### src/verilog/bm_fifo_pkg.sv
package bm_fifo_pkg;

  // ****************************************************************
  // widths and depths
  // ****************************************************************
  localparam int WORD_W      = 18;
  localparam int HALF_W      = 9;
  localparam int DEPTH_DEF   = 16;
  localparam int SYNC_STAGES = 2;

  // ****************************************************************
  // fall-through timing
  // ****************************************************************
  localparam logic [1:0] FT_TRANSITIONS = 2'h3;

  // ****************************************************************
  // parity bit positions for parallel offset load
  // ****************************************************************
  localparam int PAR_BIT  = 8;
  localparam int NOPAR_HI = 15;

  // ****************************************************************
  // default offset pairs, index {load, sel1, sel0}
  // ****************************************************************
  localparam int NUM_DEF_OFFS = 8;
  localparam logic [NUM_DEF_OFFS-1:0][3:0] DEF_AE_OFFS = {
    4'h8, 4'h7, 4'h6, 4'h5, 4'h4, 4'h3, 4'h2, 4'h1};
  localparam logic [NUM_DEF_OFFS-1:0][3:0] DEF_AF_OFFS = {
    4'h8, 4'h7, 4'h6, 4'h5, 4'h4, 4'h3, 4'h2, 4'h1};

endpackage : bm_fifo_pkg

### src/verilog/bm_fifo.sv
`timescale 1ns/1ps
`default_nettype none

// ******************************************************************
// word store with rewind
// ******************************************************************
module bm_word_store
  import bm_fifo_pkg::*;
#(
  parameter int WIDTH = WORD_W,
  parameter int DEPTH = DEPTH_DEF,
  parameter int CNT_W = $clog2(DEPTH) + 1
) (
  input  wire logic             i_clk,
  input  wire logic             i_clear,
  input  wire logic             i_push_valid,
  output logic                  o_push_ready,
  input  wire logic [WIDTH-1:0] i_push_data,
  output logic                  o_pop_valid,
  input  wire logic             i_pop_ready,
  output logic      [WIDTH-1:0] o_pop_data,
  output logic      [WIDTH-1:0] o_first_data,
  input  wire logic             i_rewind,
  output logic      [CNT_W-1:0] o_count
);
  localparam int AW = $clog2(DEPTH);

  initial begin
    if (DEPTH < 2 || (1 << AW) != DEPTH || WIDTH < 1) begin
      $error("depth must be a power of two and at least two");
    end
  end

  logic [WIDTH-1:0] mem [DEPTH];
  logic [CNT_W-1:0] wr_ptr_ff;
  logic [CNT_W-1:0] rd_ptr_ff;
  logic             push;
  logic             pop;

  assign o_count      = wr_ptr_ff - rd_ptr_ff;
  assign o_push_ready = (o_count != CNT_W'(DEPTH));
  assign o_pop_valid  = (o_count != '0);
  assign o_pop_data   = mem[rd_ptr_ff[AW-1:0]];
  assign o_first_data = mem[0];
  assign push         = i_push_valid & o_push_ready;
  assign pop          = i_pop_ready & (o_pop_valid | i_rewind);

  // storage, no reset needed on the array
  always_ff @(posedge i_clk) begin
    if (push) begin
      mem[wr_ptr_ff[AW-1:0]] <= i_push_data;
    end
  end

  // write pointer
  always_ff @(posedge i_clk) begin
    if (i_clear) begin
      wr_ptr_ff <= '0;
    end else if (push) begin
      wr_ptr_ff <= wr_ptr_ff + CNT_W'(1);
    end
  end

  // read pointer; rewind with a same-edge pop skips slot zero
  always_ff @(posedge i_clk) begin
    if (i_clear) begin
      rd_ptr_ff <= '0;
    end else if (i_rewind) begin
      rd_ptr_ff <= pop ? CNT_W'(1) : '0;
    end else if (pop) begin
      rd_ptr_ff <= rd_ptr_ff + CNT_W'(1);
    end
  end

endmodule : bm_word_store

// ******************************************************************
// bus matching dual-clock fifo
// ******************************************************************
module dual_clock_bus_matching_fifo
  import bm_fifo_pkg::*;
#(
  parameter int DEPTH = DEPTH_DEF
) (
  input  wire logic              i_clk,
  input  wire logic              i_rst_n,
  input  wire logic              i_wr_clk,
  input  wire logic              i_rd_clk,
  input  wire logic              i_write_strobe_n,
  input  wire logic              i_read_strobe_n,
  input  wire logic [WORD_W-1:0] i_data_in,
  input  wire logic              i_out_en_n,
  input  wire logic              i_in_width_sel,
  input  wire logic              i_out_width_sel,
  input  wire logic              i_fallthrough_sel_serial_in,
  input  wire logic              i_offset_default_sel0,
  input  wire logic              i_offset_default_sel1,
  input  wire logic              i_offset_load_n,
  input  wire logic              i_serial_load_en_n,
  input  wire logic              i_flag_timing_sel,
  input  wire logic              i_reread_n,
  input  wire logic              i_reread_latency_sel,
  input  wire logic              i_full_reset_n,
  input  wire logic              i_soft_reset_n,
  input  wire logic              i_byte_order_sel,
  input  wire logic              i_parity_place_sel,
  output logic      [WORD_W-1:0] o_data_out,
  output logic                   o_data_oe_n,
  output logic                   o_empty_flag_n,
  output logic                   o_full_flag_n,
  output logic                   o_half_full_n,
  output logic                   o_almost_empty_n,
  output logic                   o_almost_full_n
);
  localparam int CNT_W = $clog2(DEPTH) + 1;
  localparam int OFF_W = CNT_W;
  localparam int PIN_W = WORD_W + 19;

  initial begin
    if (DEPTH < NUM_DEF_OFFS) begin
      $error("depth too small for the default offsets");
    end
  end

  // ****************************************************************
  // pin synchronisers; clocks arrive as pins and are edge detected
  // ****************************************************************
  logic [PIN_W-1:0] pin_raw;
  logic [PIN_W-1:0] sync1_ff;
  logic [PIN_W-1:0] sync2_ff;
  logic             wclk_prev_ff;
  logic             rclk_prev_ff;

  assign pin_raw = {i_wr_clk, i_rd_clk, i_write_strobe_n, i_read_strobe_n,
                    i_out_en_n, i_in_width_sel, i_out_width_sel,
                    i_fallthrough_sel_serial_in, i_offset_default_sel0,
                    i_offset_default_sel1, i_offset_load_n, i_serial_load_en_n,
                    i_flag_timing_sel, i_reread_n, i_reread_latency_sel,
                    i_full_reset_n, i_soft_reset_n, i_byte_order_sel,
                    i_parity_place_sel, i_data_in};

  // data travels with the clock pin so the edge samples aligned data
  always_ff @(posedge i_clk) begin
    sync1_ff <= pin_raw;
    sync2_ff <= sync1_ff;
  end

  logic              s_wclk, s_rclk, s_ws_n, s_rs_n, s_oe_n, s_in9, s_out9, s_fsi;
  logic              s_sel0, s_sel1, s_load_n, s_ser_n, s_fsync, s_reread_n, s_rlat;
  logic              s_frst_n, s_srst_n, s_order, s_par;
  logic [WORD_W-1:0] s_data;

  assign {s_wclk, s_rclk, s_ws_n, s_rs_n, s_oe_n, s_in9, s_out9, s_fsi, s_sel0,
          s_sel1, s_load_n, s_ser_n, s_fsync, s_reread_n, s_rlat, s_frst_n, s_srst_n,
          s_order, s_par, s_data} = sync2_ff;

  always_ff @(posedge i_clk) begin
    if (!i_rst_n) begin
      wclk_prev_ff <= 1'b0;
      rclk_prev_ff <= 1'b0;
    end else begin
      wclk_prev_ff <= s_wclk;
      rclk_prev_ff <= s_rclk;
    end
  end

  // both clock pins are only sampled, so any ratio or a stopped clock works
  logic wr_rise, rd_rise, rd_trans, full_rst, clear;
  assign wr_rise  = s_wclk & ~wclk_prev_ff;
  assign rd_rise  = s_rclk & ~rclk_prev_ff;
  assign rd_trans = s_rclk ^ rclk_prev_ff;
  assign full_rst = ~i_rst_n | ~s_frst_n;
  assign clear    = full_rst | ~s_srst_n;

  // ****************************************************************
  // modes latched during full reset
  // ****************************************************************
  logic in9_ff, out9_ff, ft_mode_ff, flag_sync_ff, rlat_norm_ff;
  logic little_ff, ipar_ff;

  always_ff @(posedge i_clk) begin
    if (!i_rst_n) begin
      in9_ff       <= 1'b0;
      out9_ff      <= 1'b0;
      ft_mode_ff   <= 1'b0;
      flag_sync_ff <= 1'b0;
      rlat_norm_ff <= 1'b0;
      little_ff    <= 1'b0;
      ipar_ff      <= 1'b0;
    end else if (!s_frst_n) begin
      in9_ff       <= s_in9;
      out9_ff      <= s_out9;
      ft_mode_ff   <= s_fsi;
      flag_sync_ff <= s_fsync;
      rlat_norm_ff <= s_rlat;
      little_ff    <= s_order;
      ipar_ff      <= s_par;
    end
  end

  // ****************************************************************
  // write side: packing and word store
  // ****************************************************************
  logic              wr_req, push_ready, push_valid, pack_have_ff;
  logic [HALF_W-1:0] pack_ff;
  logic [WORD_W-1:0] push_word;

  assign wr_req     = wr_rise & ~s_ws_n & s_load_n;
  assign push_valid = wr_req & (~in9_ff | pack_have_ff);
  assign push_word  = !in9_ff ? s_data :
                      little_ff ? {s_data[HALF_W-1:0], pack_ff} :
                                  {pack_ff, s_data[HALF_W-1:0]};

  // a lone byte waits here; it is dropped if the store is full
  always_ff @(posedge i_clk) begin
    if (clear) begin
      pack_have_ff <= 1'b0;
      pack_ff      <= '0;
    end else if (wr_req && in9_ff && push_ready) begin
      pack_have_ff <= ~pack_have_ff;
      pack_ff      <= s_data[HALF_W-1:0];
    end
  end

  logic              pop_valid, pop_ready, rewind;
  logic [WORD_W-1:0] pop_word, first_word;
  logic [CNT_W-1:0]  count;

  bm_word_store #(
    .WIDTH (WORD_W),
    .DEPTH (DEPTH),
    .CNT_W (CNT_W)
  ) u_store (
    .i_clk        (i_clk),
    .i_clear      (clear),
    .i_push_valid (push_valid),
    .o_push_ready (push_ready),
    .i_push_data  (push_word),
    .o_pop_valid  (pop_valid),
    .i_pop_ready  (pop_ready),
    .o_pop_data   (pop_word),
    .o_first_data (first_word),
    .i_rewind     (rewind),
    .o_count      (count)
  );

  // ****************************************************************
  // read side: output register, halves and fall-through
  // ****************************************************************
  logic              out_valid_ff, half_pend_ff;
  logic [HALF_W-1:0] half_ff;
  logic [WORD_W-1:0] q_ff;
  logic [1:0]        ft_cnt_ff;
  logic              rd_req, rew_req, auto_load, zero_lat, load_word;
  logic [WORD_W-1:0] load_src;
  logic [HALF_W-1:0] first_half, second_half;
  logic [OFF_W-1:0]  ae_off_ff, af_off_ff;
  logic              wr_sel_ff, rd_sel_ff;

  assign rd_req    = rd_rise & ~s_rs_n & s_load_n;
  assign rew_req   = rd_rise & ~s_reread_n;
  assign zero_lat  = rew_req & ~rlat_norm_ff;
  assign auto_load = ft_mode_ff & ~out_valid_ff & pop_valid &
                     (ft_cnt_ff == FT_TRANSITIONS - 2'h1) & rd_trans;
  assign load_word = zero_lat | auto_load | (rd_req & ~half_pend_ff & pop_valid);
  assign pop_ready = load_word;
  assign rewind    = rew_req;
  assign load_src  = zero_lat ? first_word : pop_word;
  assign first_half  = little_ff ? load_src[HALF_W-1:0] : load_src[WORD_W-1:HALF_W];
  assign second_half = little_ff ? load_src[WORD_W-1:HALF_W] : load_src[HALF_W-1:0];

  // count read clock transitions while a first word waits
  always_ff @(posedge i_clk) begin
    if (clear || out_valid_ff || !pop_valid || load_word) begin
      ft_cnt_ff <= '0;
    end else if (rd_trans && ft_cnt_ff != FT_TRANSITIONS) begin
      ft_cnt_ff <= ft_cnt_ff + 2'h1;
    end
  end

  // output register; offset readback shares it
  always_ff @(posedge i_clk) begin
    if (clear) begin
      q_ff         <= '0;
      out_valid_ff <= 1'b0;
      half_pend_ff <= 1'b0;
      half_ff      <= '0;
    end else if (load_word) begin
      q_ff         <= out9_ff ? {{(WORD_W-HALF_W){1'b0}}, first_half} : load_src;
      half_ff      <= second_half;
      half_pend_ff <= out9_ff;
      out_valid_ff <= 1'b1;
    end else if (rew_req) begin
      half_pend_ff <= 1'b0;
      out_valid_ff <= ~ft_mode_ff & out_valid_ff;
    end else if (rd_req && half_pend_ff) begin
      q_ff         <= {{(WORD_W-HALF_W){1'b0}}, half_ff};
      half_pend_ff <= 1'b0;
    end else if (rd_req) begin
      out_valid_ff <= 1'b0;
    end else if (rd_rise && !s_rs_n && !s_load_n) begin
      q_ff <= rd_sel_ff ? WORD_W'(af_off_ff) : WORD_W'(ae_off_ff);
    end
  end

  // ****************************************************************
  // offset registers
  // ****************************************************************
  logic [2:0]        def_idx;
  logic [WORD_W-1:0] par_val;

  assign def_idx = {s_load_n, s_sel1, s_sel0};
  assign par_val = (!in9_ff && ipar_ff) ?
                   {2'h0, s_data[WORD_W-2:PAR_BIT+1], s_data[PAR_BIT-1:0]} :
                   {2'h0, s_data[NOPAR_HI:0]};

  always_ff @(posedge i_clk) begin
    if (full_rst) begin
      ae_off_ff <= OFF_W'(DEF_AE_OFFS[def_idx]);
      af_off_ff <= OFF_W'(DEF_AF_OFFS[def_idx]);
      wr_sel_ff <= 1'b0;
    end else if (s_load_n) begin
      wr_sel_ff <= 1'b0;
    end else if (wr_rise && !s_ser_n) begin
      {af_off_ff, ae_off_ff} <= {af_off_ff[OFF_W-2:0], ae_off_ff, s_fsi};
    end else if (wr_rise && !s_ws_n) begin
      if (wr_sel_ff) begin
        af_off_ff <= par_val[OFF_W-1:0];
      end else begin
        ae_off_ff <= par_val[OFF_W-1:0];
      end
      wr_sel_ff <= ~wr_sel_ff;
    end
  end

  // readback alternates between the two offsets
  always_ff @(posedge i_clk) begin
    if (full_rst || s_load_n) begin
      rd_sel_ff <= 1'b0;
    end else if (rd_rise && !s_rs_n) begin
      rd_sel_ff <= ~rd_sel_ff;
    end
  end

  // ****************************************************************
  // flags; almost empty and almost full evaluated one cycle after the edge so the count is fresh, half full every cycle
  // ****************************************************************
  logic wr_evt_ff, rd_evt_ff, ae_now, af_now, ae_n_ff, af_n_ff, half_n_ff;

  assign ae_now = (count <= ae_off_ff);
  assign af_now = (count >= CNT_W'(DEPTH) - af_off_ff);

  always_ff @(posedge i_clk) begin
    if (!i_rst_n) begin
      wr_evt_ff <= 1'b0;
      rd_evt_ff <= 1'b0;
    end else begin
      wr_evt_ff <= wr_rise;
      rd_evt_ff <= rd_rise;
    end
  end

  // almost empty: sync on read only; async asserts on read, clears on write
  always_ff @(posedge i_clk) begin
    if (full_rst) begin
      ae_n_ff <= 1'b0;
    end else if (!s_srst_n) begin
      ae_n_ff <= 1'b0;
    end else if (flag_sync_ff) begin
      if (rd_evt_ff) ae_n_ff <= ~ae_now;
    end else if (rd_evt_ff && ae_now) begin
      ae_n_ff <= 1'b0;
    end else if (wr_evt_ff && !ae_now) begin
      ae_n_ff <= 1'b1;
    end
  end

  // almost full mirrors the above with the clocks swapped
  always_ff @(posedge i_clk) begin
    if (clear) begin
      af_n_ff <= 1'b1;
    end else if (flag_sync_ff) begin
      if (wr_evt_ff) af_n_ff <= ~af_now;
    end else if (wr_evt_ff && af_now) begin
      af_n_ff <= 1'b0;
    end else if (rd_evt_ff && !af_now) begin
      af_n_ff <= 1'b1;
    end
  end

  always_ff @(posedge i_clk) begin
    if (clear) begin
      half_n_ff <= 1'b1;
    end else begin
      half_n_ff <= ~(count > CNT_W'(DEPTH / 2));
    end
  end

  // ****************************************************************
  // outputs
  // ****************************************************************
  assign o_data_out       = q_ff;
  assign o_data_oe_n      = s_oe_n;
  assign o_empty_flag_n   = ft_mode_ff ? ~out_valid_ff :
                                         (pop_valid | half_pend_ff);
  assign o_full_flag_n    = ft_mode_ff ? ~push_ready : push_ready;
  assign o_half_full_n    = half_n_ff;
  assign o_almost_empty_n = ae_n_ff;
  assign o_almost_full_n  = af_n_ff;

endmodule : dual_clock_bus_matching_fifo

`default_nettype wire

### config.mk
export PLATFORM = sky130hd
export DESIGN_NAME = dual_clock_bus_matching_fifo
export DESIGN_NICKNAME = d
export VERILOG_FILES = /design/src/verilog/bm_fifo_pkg.sv /design/src/verilog/bm_fifo.sv
export SDC_FILE = /design/constraint.sdc
export NUM_CORES = 1
export LEC_CHECK = 0
export ABC_AREA = 1
export BUFFER_PORTS_ARGS = -buffer_cell sky130_fd_sc_hd__buf_2
export CELL_PAD_IN_SITES_DETAIL_PLACEMENT = 1
export CELL_PAD_IN_SITES_GLOBAL_PLACEMENT = 2
export CORE_UTILIZATION = 41
export DETAILED_ROUTE_END_ITERATION = 10
export MAX_ROUTING_LAYER = met4
export PLACE_DENSITY_LB_ADDON = 0.08
export SYNTH_ARGS = -nofsm -noshare
export SYNTH_HDL_FRONTEND = slang
export SYNTH_SLANG_ARGS = --single-unit
### constraint.sdc
create_clock -name i_clk -period 4.8 [get_ports i_clk]
set_input_delay 0.96 -clock i_clk [delete_from_list [all_inputs] [get_ports i_clk]]
set_output_delay 0.96 -clock i_clk [all_outputs]
set_load 0.02 [all_outputs]
* After elaboration in Yosys (flattened, before gate mapping)
Memories as Yosys holds them, arrays and structs flattened. A register that Yosys moved wholly into a read port is not among the register bits.
Cells that the tools add are included.
Widths: inputs -> output; s select.
** Word-level totals
- Logic and storage cells :: 192
- Memory bits (read-only) :: 32
- Memory bits (writable) :: 288
- Input bits :: 39
- Output and inout port bits :: 24
- Memories kept :: 2
- Register bits :: 150
** Memories
- u_store.mem :: depth 16, bits a word 18, read ports 2, clocked after Yosys merged registers in 1, write ports 1, line bm_fifo.sv:34 : logic [WIDTH-1:0] mem [DEPTH];
- (no name shown) :: depth 8, bits a word 4, read ports 1, clocked after Yosys merged registers in 1, write ports 0, line bm_fifo.sv:320 : af_off_ff <= OFF_W'(DEF_AF_OFFS[def_idx]);
** Cells by class
- Multiplexer cells :: 47
- $add $sub $neg :: 5
- Reductions and logical operators :: 45
- Magnitude comparators :: 4
- Equal/unequal tests :: 11
- Bitwise gates (word level) :: 48
** Operators by type and width (number)
- $mux 18 :: 9
- $mux 5 :: 9
- $mux 4 :: 7
- $not 1->1 :: 22
- $reduce_bool 3->1 :: 7
- $mux 1 :: 20
- $and 1x1->1 :: 18
- $mux 9 :: 2
- $reduce_and 3->1 :: 5
- $logic_and 1x1->1 :: 12
- $add 5x1->5 const B :: 2
- $ne 2x1->1 const B :: 5
- $reduce_and 2->1 :: 4
- $logic_not 1->1 :: 7
- $or 1x1->1 :: 7
- $reduce_bool 2->1 :: 3
- $ge 5x5->1 :: 1
- $gt 5x4->1 const B :: 1
- $le 5x5->1 :: 1
- $ne 5x5->1 const B :: 1
- $reduce_bool 5->1 :: 1
- $sub 5x5->5 :: 1
- $sub 5x5->5 const A :: 1
- $logic_or 1x1->1 :: 4
- 9 further kinds :: 10

* Depth between registers and ports, before layout
Gate-level depths: netlist of the first run.
- Word-level depth :: 12
- Mapped depth :: 17

* By module
From an unflattened synthesis of the first run, not the netlist that was laid out.
** Unflattened totals
- Cell total of the unflattened synthesis :: 1616
- Area total of the unflattened synthesis :: 18074.8 µm²
** Modules (own cells, without submodules)
- bm_word_store :: seq. area each 8928.6 µm², area each 12389.4 µm², cells an instance 902, instances 1
- dual_clock_bus_matching_fifo :: seq. area each 2882.8 µm², area each 5685.5 µm², cells an instance 714, instances 1

* Worst setup path after synthesis of the first run
Ideal clock, no wire load.
- Path type :: reg2reg
- Start :: register u_store.wr_ptr_ff[0]
- End :: memory u_store.mem[3][0] (netlist name), enable pin
- Cell stages (with the launch flop) :: 14
- Arrival time :: 3300 ps
- Setup slack :: 1084 ps
- Buffers on the path :: 0
- Library setup time :: 416 ps
- Clock period less this slack :: 3716 ps
- Cells stage by stage :: dfxtp_1 inv_1 ha_1 inv_1 fa_1 nand3_1 nand3_1 xnor2_4 inv_1 nand3_2 nand2_1 nor2_1 inv_1 nor3_1
** On the way
- Longest elaborated chain between the ends :: 5
** Ends and longest elaborated chain
- start, declared :: line bm_fifo.sv:35 : logic [CNT_W-1:0] wr_ptr_ff;
- start signal, assigned :: line bm_fifo.sv:60 : wr_ptr_ff <= wr_ptr_ff + CNT_W'(1);
- $sub 5x5->5 :: line bm_fifo.sv:40 : assign o_count = wr_ptr_ff - rd_ptr_ff;
- $ne 5x5->1 :: line bm_fifo.sv:41 : assign o_push_ready = (o_count != CNT_W'(DEPTH));
- $and 1x1->1 :: line bm_fifo.sv:45 : assign push = i_push_valid & o_push_ready;
- $mux 1 :: line bm_fifo.sv:50 : if (push) begin
- $mux 1 (implied by the code) :: line bm_fifo.sv:51 : mem[wr_ptr_ff[AW-1:0]] <= i_push_data;
- end, declared :: line bm_fifo.sv:34
Parallel ways exist; a longest one is shown, timed or not.

* Worst setup path after layout of the first run
- Start :: register u_store.wr_ptr_ff[0]
- End :: output port o_empty_flag_n
** On the way
- Longest elaborated chain between the ends :: 4
** Ends and longest elaborated chain
- $sub 5x5->5 :: line bm_fifo.sv:40
- $reduce_bool 5->1 :: line bm_fifo.sv:42 : assign o_pop_valid = (o_count != '0);
- $or 1x1->1 :: line bm_fifo.sv:405 : (pop_valid | half_pend_ff);
- $mux 1 :: line bm_fifo.sv:404 : assign o_empty_flag_n = ft_mode_ff ? ~out_valid_ff :
- end, declared :: line bm_fifo.sv:109 : output logic o_empty_flag_n,
Every way passes these cells.

==> metrics.yaml, run 1 <==
timing:
  holdWs_ns: 0.325
  slew_headroom_pct: 31.0
  slew_violations: 0
  period_needed_ns: 3.83
  hold_viol: 0
  setup_slack_ns: 0.970
  setup_viol: 0
  fin_crit_sh_pct: 79.8
  fmax_mhz: 261
  tightest_slew_ns: 1.04
  rsz0062_at_grt: "false"
  skew_ns: 0.0133
  fin_tns_setup_ns: 0
cells_and_area:
  fin_area_um2: 20300
  fillerInstances: 4755
  fin_util_pct: 47.2
  fin_nets: 1827
  area_growth_syn_to_layout_pct: 13.9
  layout-drive-gt1-share_pct: 12.5
  diodes: 0
synthesis:
  syn_nets: 1766
  synth_area_leaders: "edfxtp_1 50%, dfxtp_1 16%, nand2_1 10%"
  synth.distinct_cells: 46
  ys_seq_area_share_pct: 66.3
  synth_cells: 1703
  ys_ff_latch: 442
  synth_top_cell_by_area: "edfxtp_1"
  synth_top_family_by_area: "simple AND/OR/NAND/NOR gates"
  ys_warn_count: 0
  synth_compound_area_share_pct: 4.93
  post_synth_and_or_nand_nor_area_fraction_pct: 21.8
  synth-adder-area-share_pct: 1.73
  netlist_area_um2: 17800
  yosys.area.top_type_share_pct: 49.9
  synthMuxAreaShare_pct: 0.506
  syn_avg_cell_area_um2: 10.5
  post_synth_xor_area_fraction_pct: 0.688
pwr:
  peakVddDrop_v: 0.000283
  power_density_nw_per_um2: 398
  p_leak_nw: 7.75
critical_path:
  cp_max_fo: 7
  worst_ep_required_time_ns: 3.84
  crit_path_top_delay_cell: "fa_1"
  crit_end: "o_empty_flag_n"
  start_kind: "flip-flop"
  r2r_end: "u_store.mem[3][9]$_DFFE_PP_"
  crit_chain: "inv_1 -> ha_1 -> inv_1 -> fa_1 -> nand3_1 -> nand3_1 -> xnor2_4 -> nand3_4 -> o21ai_0 -> nand2_1 -> buf_2"
  r2r_cells: 14
  cp_data_arrival_time_ns: 2.87
  startpoint: "u_store.wr_ptr_ff[0]$_SDFFE_PP0P_"
  slowest_delay_ns: 0.40
  end_kind: "primary output"
  r2r_slack_ns: 1.52
  crit_type: "reg -> out"
  timing.rr.start: "u_store.wr_ptr_ff[0]$_SDFFE_PP0P_"
clock_tree:
  cts_max_level: 2
  root_buffer: "clkbuf_16"
  cts_buffer_depth: 3
  clock_sinks: 442
  insertion_delay_ns: 0.58
  cts-resized-gates: 0
  clk_pin_slew_worst_paths_ns: 0.06
  cts_hold_buf: 0
  postCtsSetupBuffers: 0
  cts_tree: "done"
  cts_made_buffers: 47
global_route:
  track_usage_pct: 23.5
  grt_antenna_before_repair: 5
  grt_overflow: 0
  grt_max_degree: 73
  first_global_vias: 13000
  grt_pass1_wl_mm: 75.6
routing:
  avgRoutedWirePerCell_um: 20.4
  wl_met1_mm: 22.0
  wl_mm: 48.8
  drc: 0
  met3_length_mm: 1.90
  first_iter_violations: 753
  num_vias: 12400
  via_per_inst: 5.20
  firstDrtPassIters: 6
  drt.antenna.violating_nets: 0
  routed-wl-met2_mm: 23.4
  routed.top_layer: "met4"
place:
  place_area_um2: 18800
  io_buffer_count: 61
  dp_slack_ns: 1.43
  hpwl_mm: 31.2
  gp_congestion: 0.793
die:
  die_y_um: 210
  fp.dieArea_um2: 44300
  dieWidth_um: 210
  io_pins: 63
  core_area_um2: 43000
  start_util_pct: 41.5
  fp-row-count: 76
run:
  cap_violations: 0
outcome:
  status: "finished clean"
worst_hold_path:
  hp-class: "reg -> reg"
-- worst min path at each step --
stage | startpoint | endpoint | slack [ns] | cells after the start
floorplan | sync1_ff[0]$_DFF_P_ | sync2_ff[0]$_DFF_P_ | 0.31 | 0
global placement | sync1_ff[13]$_DFF_P_ | sync2_ff[13]$_DFF_P_ | 0.31 | 0
detailed placement | sync1_ff[29]$_DFF_P_ | sync2_ff[29]$_DFF_P_ | 0.31 | 0
CTS | sync1_ff[29]$_DFF_P_ | sync2_ff[29]$_DFF_P_ | 0.33 | 0
global route | sync1_ff[29]$_DFF_P_ | sync2_ff[29]$_DFF_P_ | 0.33 | 0
finish | sync1_ff[29]$_DFF_P_ | sync2_ff[29]$_DFF_P_ | 0.32 | 0
-- cell families after synthesis --
family          after synthesis
buf+inv                     172
mux                           8
compound gates              154
flops                       442
xor+xnor                     11
simple gates                892
fa+ha+maj                    24
-- layout by cell type (no fill, tap or decap), types with 4 or more instances in the layout --
master | synthesis | layout
clkinv_2 | 0 | 14
o21ai_2 | 0 | 4
clkinv_1 | 5 | 11
buf_4 | 2 | 35
o21a_1 | 7 | 7
clkbuf_16 | 0 | 49
nor2_1 | 75 | 62
a21oi_1 | 42 | 42
nand3_1 | 277 | 277
ha_1 | 23 | 23
o21ai_0 | 71 | 65
nor3_1 | 5 | 4
inv_1 | 78 | 78
clkbuf_8 | 0 | 5
dfxtp_1 | 146 | 144
a31oi_1 | 4 | 4
nor2_2 | 0 | 13
inv_2 | 5 | 4
or2_2 | 6 | 6
buf_2 | 30 | 61
xor2_1 | 9 | 9
mux2_2 | 8 | 8
clkbuf_1 | 36 | 7
nand2_1 | 497 | 497
o211ai_1 | 25 | 25
nand4_1 | 13 | 13
edfxtp_1 | 296 | 296
-- cell type report --
| type | count | area (µm²) | area share, % |
|---|---|---|---|
| Multi-Input combinational cell | 1089 | 5340 | 26.3 |
| Tap cell | 585 | 732 | 3.61 |
| Timing Repair Buffer | 96 | 568 | 2.80 |
| Clock buffer | 61 | 1320 | 6.51 |
| Sequential cell | 442 | 11800 | 58.2 |
| Inverter | 88 | 333 | 1.64 |
| Clock inverter | 26 | 191 | 0.943 |
-- power by group --
part           leakage, nW  internal, mW  switching, mW
Combinational         3.10         0.103          0.267
Clock                0.756          2.05           1.50
Sequential            3.89          4.13         0.0332
-- state kept, by name (all words and copies together) (netlist names), 2 cells and up, named ones only --
register,cells
ft_cnt_ff,2
u_store.wr_ptr_ff,5
o_data_out,18
af_off_ff,5
u_store.mem,288
ae_off_ff,5
sync1_ff,36
sync2_ff,34
u_store.rd_ptr_ff,5
pack_ff,9
half_ff,9
-- Yosys cell counts, drive strengths merged --
| cell | number |
|---|---|
| a21boi | 1 |
| a21oi | 43 |
| a22oi | 1 |
| a31oi | 4 |
| buf | 47 |
| clkbuf | 37 |
| clkinv | 5 |
| dfxtp | 146 |
| edfxtp | 296 |
| fa | 1 |
| ha | 23 |
| inv | 83 |
| mux2 | 8 |
| nand2 | 499 |
| nand3 | 281 |
| nand3b | 1 |
| nand4 | 13 |
| nor2 | 79 |
| nor3 | 7 |
| nor3b | 1 |
| o211ai | 25 |
| o21a | 7 |
| o21ai | 71 |
| o21bai | 1 |
| o221ai | 1 |
| or2 | 11 |
| xnor2 | 2 |
| xor2 | 9 |
-- layer usage --
layer | vias up | global-route usage [%]
met3 | 74 | 2.46
met5 | - | -
met2 | 241 | 38.4
met1 | 6150 | 30.3
li1 | 5959 | -
met4 | 0 | 8.80
-- stage by stage --
stage	instances	power, mW
finish	2387	8.08
global route	2387	8.37
CTS	2387	8.17
detailed placement	2300	4.62
global placement	2300	4.61
floorplan	1703	4.47
-- worst max-delay path, delay by kind of cell, from the launching register on --
family / cells / cell delay [ns]
xor gates and xnor gates: 1 / 0.31
adders and majority gates: 2 / 0.57
AOI/OAI and AO/OA: 1 / 0.19
and+or+nand+nor: 4 / 0.51
DFF: 1 / 0.34
buffers and inverters: 3 / 0.38
Power figures use the tool's default switching activity.
==> run 2, diff against run 1 <==
--- a/config.mk
+++ b/config.mk
@@ -5,11 +5,11 @@
 export SDC_FILE = /design/constraint.sdc
 export NUM_CORES = 1
 export LEC_CHECK = 0
-export ABC_AREA = 1
+export ABC_AREA = 0
 export BUFFER_PORTS_ARGS = -buffer_cell sky130_fd_sc_hd__buf_2
 export CELL_PAD_IN_SITES_DETAIL_PLACEMENT = 1
 export CELL_PAD_IN_SITES_GLOBAL_PLACEMENT = 2
-export CORE_UTILIZATION = 41
+export CORE_UTILIZATION = 46
 export DETAILED_ROUTE_END_ITERATION = 10
 export MAX_ROUTING_LAYER = met4
 export PLACE_DENSITY_LB_ADDON = 0.08
==> constraint.sdc (replaced) <==
create_clock -name i_clk -period 3.95 [get_ports i_clk]
set_input_delay 0.79 -clock i_clk [delete_from_list [all_inputs] [get_ports i_clk]]
set_output_delay 0.79 -clock i_clk [all_outputs]
set_load 0.02 [all_outputs]
==> metrics.yaml, run 2 <==
global_route:
  grt_antenna_before_repair: 0
  track_usage_pct: 24.2
  grt_overflow: 0
  grt_pass1_wl_mm: 65.5
  grt_max_degree: 41
  first_global_vias: 10300
synthesis:
  syn_avg_cell_area_um2: 15.6
  netlist_area_um2: 17200
  synth-edff-count: 296
  syn_nets: 1166
  synth.distinct_cells: 62
  ys_ff_latch: 442
  synth_top_cell_by_area: "edfxtp_1"
  ys_warn_count: 0
  async_reset_ff_share_pct: 0
  synth_area_leaders: "edfxtp_1 52%, dfxtp_1 17%, mux4_2 9.5%"
  synthMostInstantiatedCell: "edfxtp_1"
  synth_cells: 1103
  ys_seq_area_share_pct: 68.8
  synth_top_flop_cell: "edfxtp_1"
  yosys.area.top_type_share_pct: 51.8
  synthTopCellsByCount: "296 x edfxtp_1, 146 x dfxtp_1, 86 x nor2_1"
place:
  dp_cells: 1627
  io_buffer_count: 61
  gp_congestion: 0.787
  hpwl_mm: 29.1
cells_and_area:
  diodes: 0
  final_cell_mix: "296 x edfxtp_1, 143 x dfxtp_1, 75 x nor2_1, 72 x mux4_2, 67 x mux2i_1"
  fillerInstances: 3502
  area_growth_syn_to_layout_pct: 15.1
  layout-drive-gt1-share_pct: 23.7
  multi_input_area_um2: 5060
  final_common_cell: "edfxtp_1"
  stdcell_count: 1707
  register_area_um2: 11800
  fin_nets: 1271
  fin_util_pct: 53.8
  largest_reg_flops: 288
clock_tree:
  cts_tree: "done"
  clk_pin_slew_worst_paths_ns: 0.06
  root_buffer: "clkbuf_16"
  clock_sinks: 442
  cts_made_buffers: 46
  cts_hold_buf: 0
  cts_max_level: 2
  insertion_delay_ns: 0.58
  cts_buffer_depth: 3
critical_path:
  cp_data_arrival_time_ns: 3.00
  cp_max_fo: 5
  end_kind: "primary output"
  crit_path_top_delay_cell: "or3b_4"
  crit_type: "reg -> out"
  crit_chain: "inv_2 -> ha_1 -> inv_1 -> fa_1 -> xor2_1 -> or3b_4 -> a2111oi_4 -> xnor2_1 -> buf_2"
  start_kind: "flip-flop"
  worst_ep_required_time_ns: 3.16
  r2r_slack_ns: 0.61
  slowest_delay_ns: 0.44
routing:
  met3_length_mm: 2.23
  wl_mm: 43.2
  first_iter_violations: 741
  routed.top_layer: "met4"
  num_vias: 9733
  via_per_inst: 5.70
  wl_met1_mm: 19.8
  drt.antenna.violating_nets: 0
  avgRoutedWirePerCell_um: 25.3
  firstDrtPassIters: 4
  routed-wl-met2_mm: 20.1
  drc: 0
timing:
  fin_tns_setup_ns: 0
  rsz0062_at_grt: "false"
  slew_headroom_pct: 45.9
  holdWs_ns: 0.306
  period_needed_ns: 3.79
  fmax_mhz: 264
  tightest_slew_ns: 0.811
  skew_ns: 0.0228
  fin_crit_sh_pct: 96.0
  hold_viol: 0
  setup_viol: 0
  slew_violations: 0
worst_hold_path:
  hp-class: "in -> reg"
pwr:
  peakVddDrop_v: 0.000446
  p_leak_nw: 6.86
  power_mw: 9.69
  power_density_nw_per_um2: 491
run:
  cap_violations: 0
die:
  io_pins: 63
  dieWidth_um: 195
  fp.dieArea_um2: 38100
  start_util_pct: 46.8
  die_y_um: 195
  core_area_um2: 36700
  fp-row-count: 70
outcome:
  status: "finished clean"
run 2: path summary, 6_finish.rpt:
path / startpoint / end / depth (start not counted)
setup / recovery: u_store.wr_ptr_ff[0]$_SDFFE_PP0P_ / o_full_flag_n / 9
hold / removal: i_out_en_n / sync1_ff[32]$_DFF_P_ / 1
setup reg to reg: u_store.wr_ptr_ff[0]$_SDFFE_PP0P_ / u_store.mem[2][7]$_DFFE_PP_ / 12
hold reg to reg: sync1_ff[14]$_DFF_P_ / sync2_ff[14]$_DFF_P_ / 0
run 2: critical path, delay by kind of cell (launching register included):
family                     cells  cell delay (ns)
adders and majority gates      2             0.57
and+or+nand+nor                1             0.44
xor gates and xnor gates       2             0.38
DFF                            1             0.37
buffers and inverters          3             0.35
AOI/OAI and AO/OA              1             0.30
run 2: metal layers:
layer / global-route usage [%] / vias up
met2: 37.3 / 236
li1: - / 4424
met5: - / -
met3: 4.28 / 69
met4: 6.91 / 0
met1: 33.1 / 5004
run 2: layout make-up:
| cell class | instances | area share, % |
|---|---|---|
| Timing Repair Buffer | 112 | 3.61 |
| Clock inverter | 19 | 0.963 |
| Sequential cell | 442 | 59.9 |
| Clock buffer | 60 | 6.48 |
| Tap cell | 468 | 2.97 |
| Inverter | 25 | 0.475 |
| Multi-Input combinational cell | 581 | 25.6 |
run 2: per-stage QoR:
stage	cell area, µm²	setup slack [ns]
after floorplan	17200	0.245
after global placement	18300	0.566
after detailed placement	18300	0.524
after CTS	19700	0.0522
after global routing	19700	0.0256
final	19700	0.157
run 2: cells by family (layout without fill, tap and decap cells):
| kind of cell | after synthesis | count (layout) | share of synthesized area (%) |
|---|---|---|---|
| flops | 442 | 442 | 68.8 |
| simple gates | 231 | 231 | 6.35 |
| compound gates | 158 | 158 | 5.92 |
| mux | 153 | 153 | 14.3 |
| buf+inv | 80 | 216 | 2.03 |
| fa+ha+maj | 25 | 25 | 1.85 |
| xor+xnor | 14 | 14 | 0.715 |
run 2: power breakdown:
group          internal, mW  switching, mW
Clock                  2.47           1.75
Combinational         0.131          0.265
Sequential             5.02         0.0435
Total                  7.63           2.06
run 2: timing repair:
action,CTS,global route
endpoints found under the hold margin,0,0
gates resized for setup,2,0
gates cloned,0,0
pin swaps,1,1
setup endpoints to repair,1,1
setup buffers,1,0
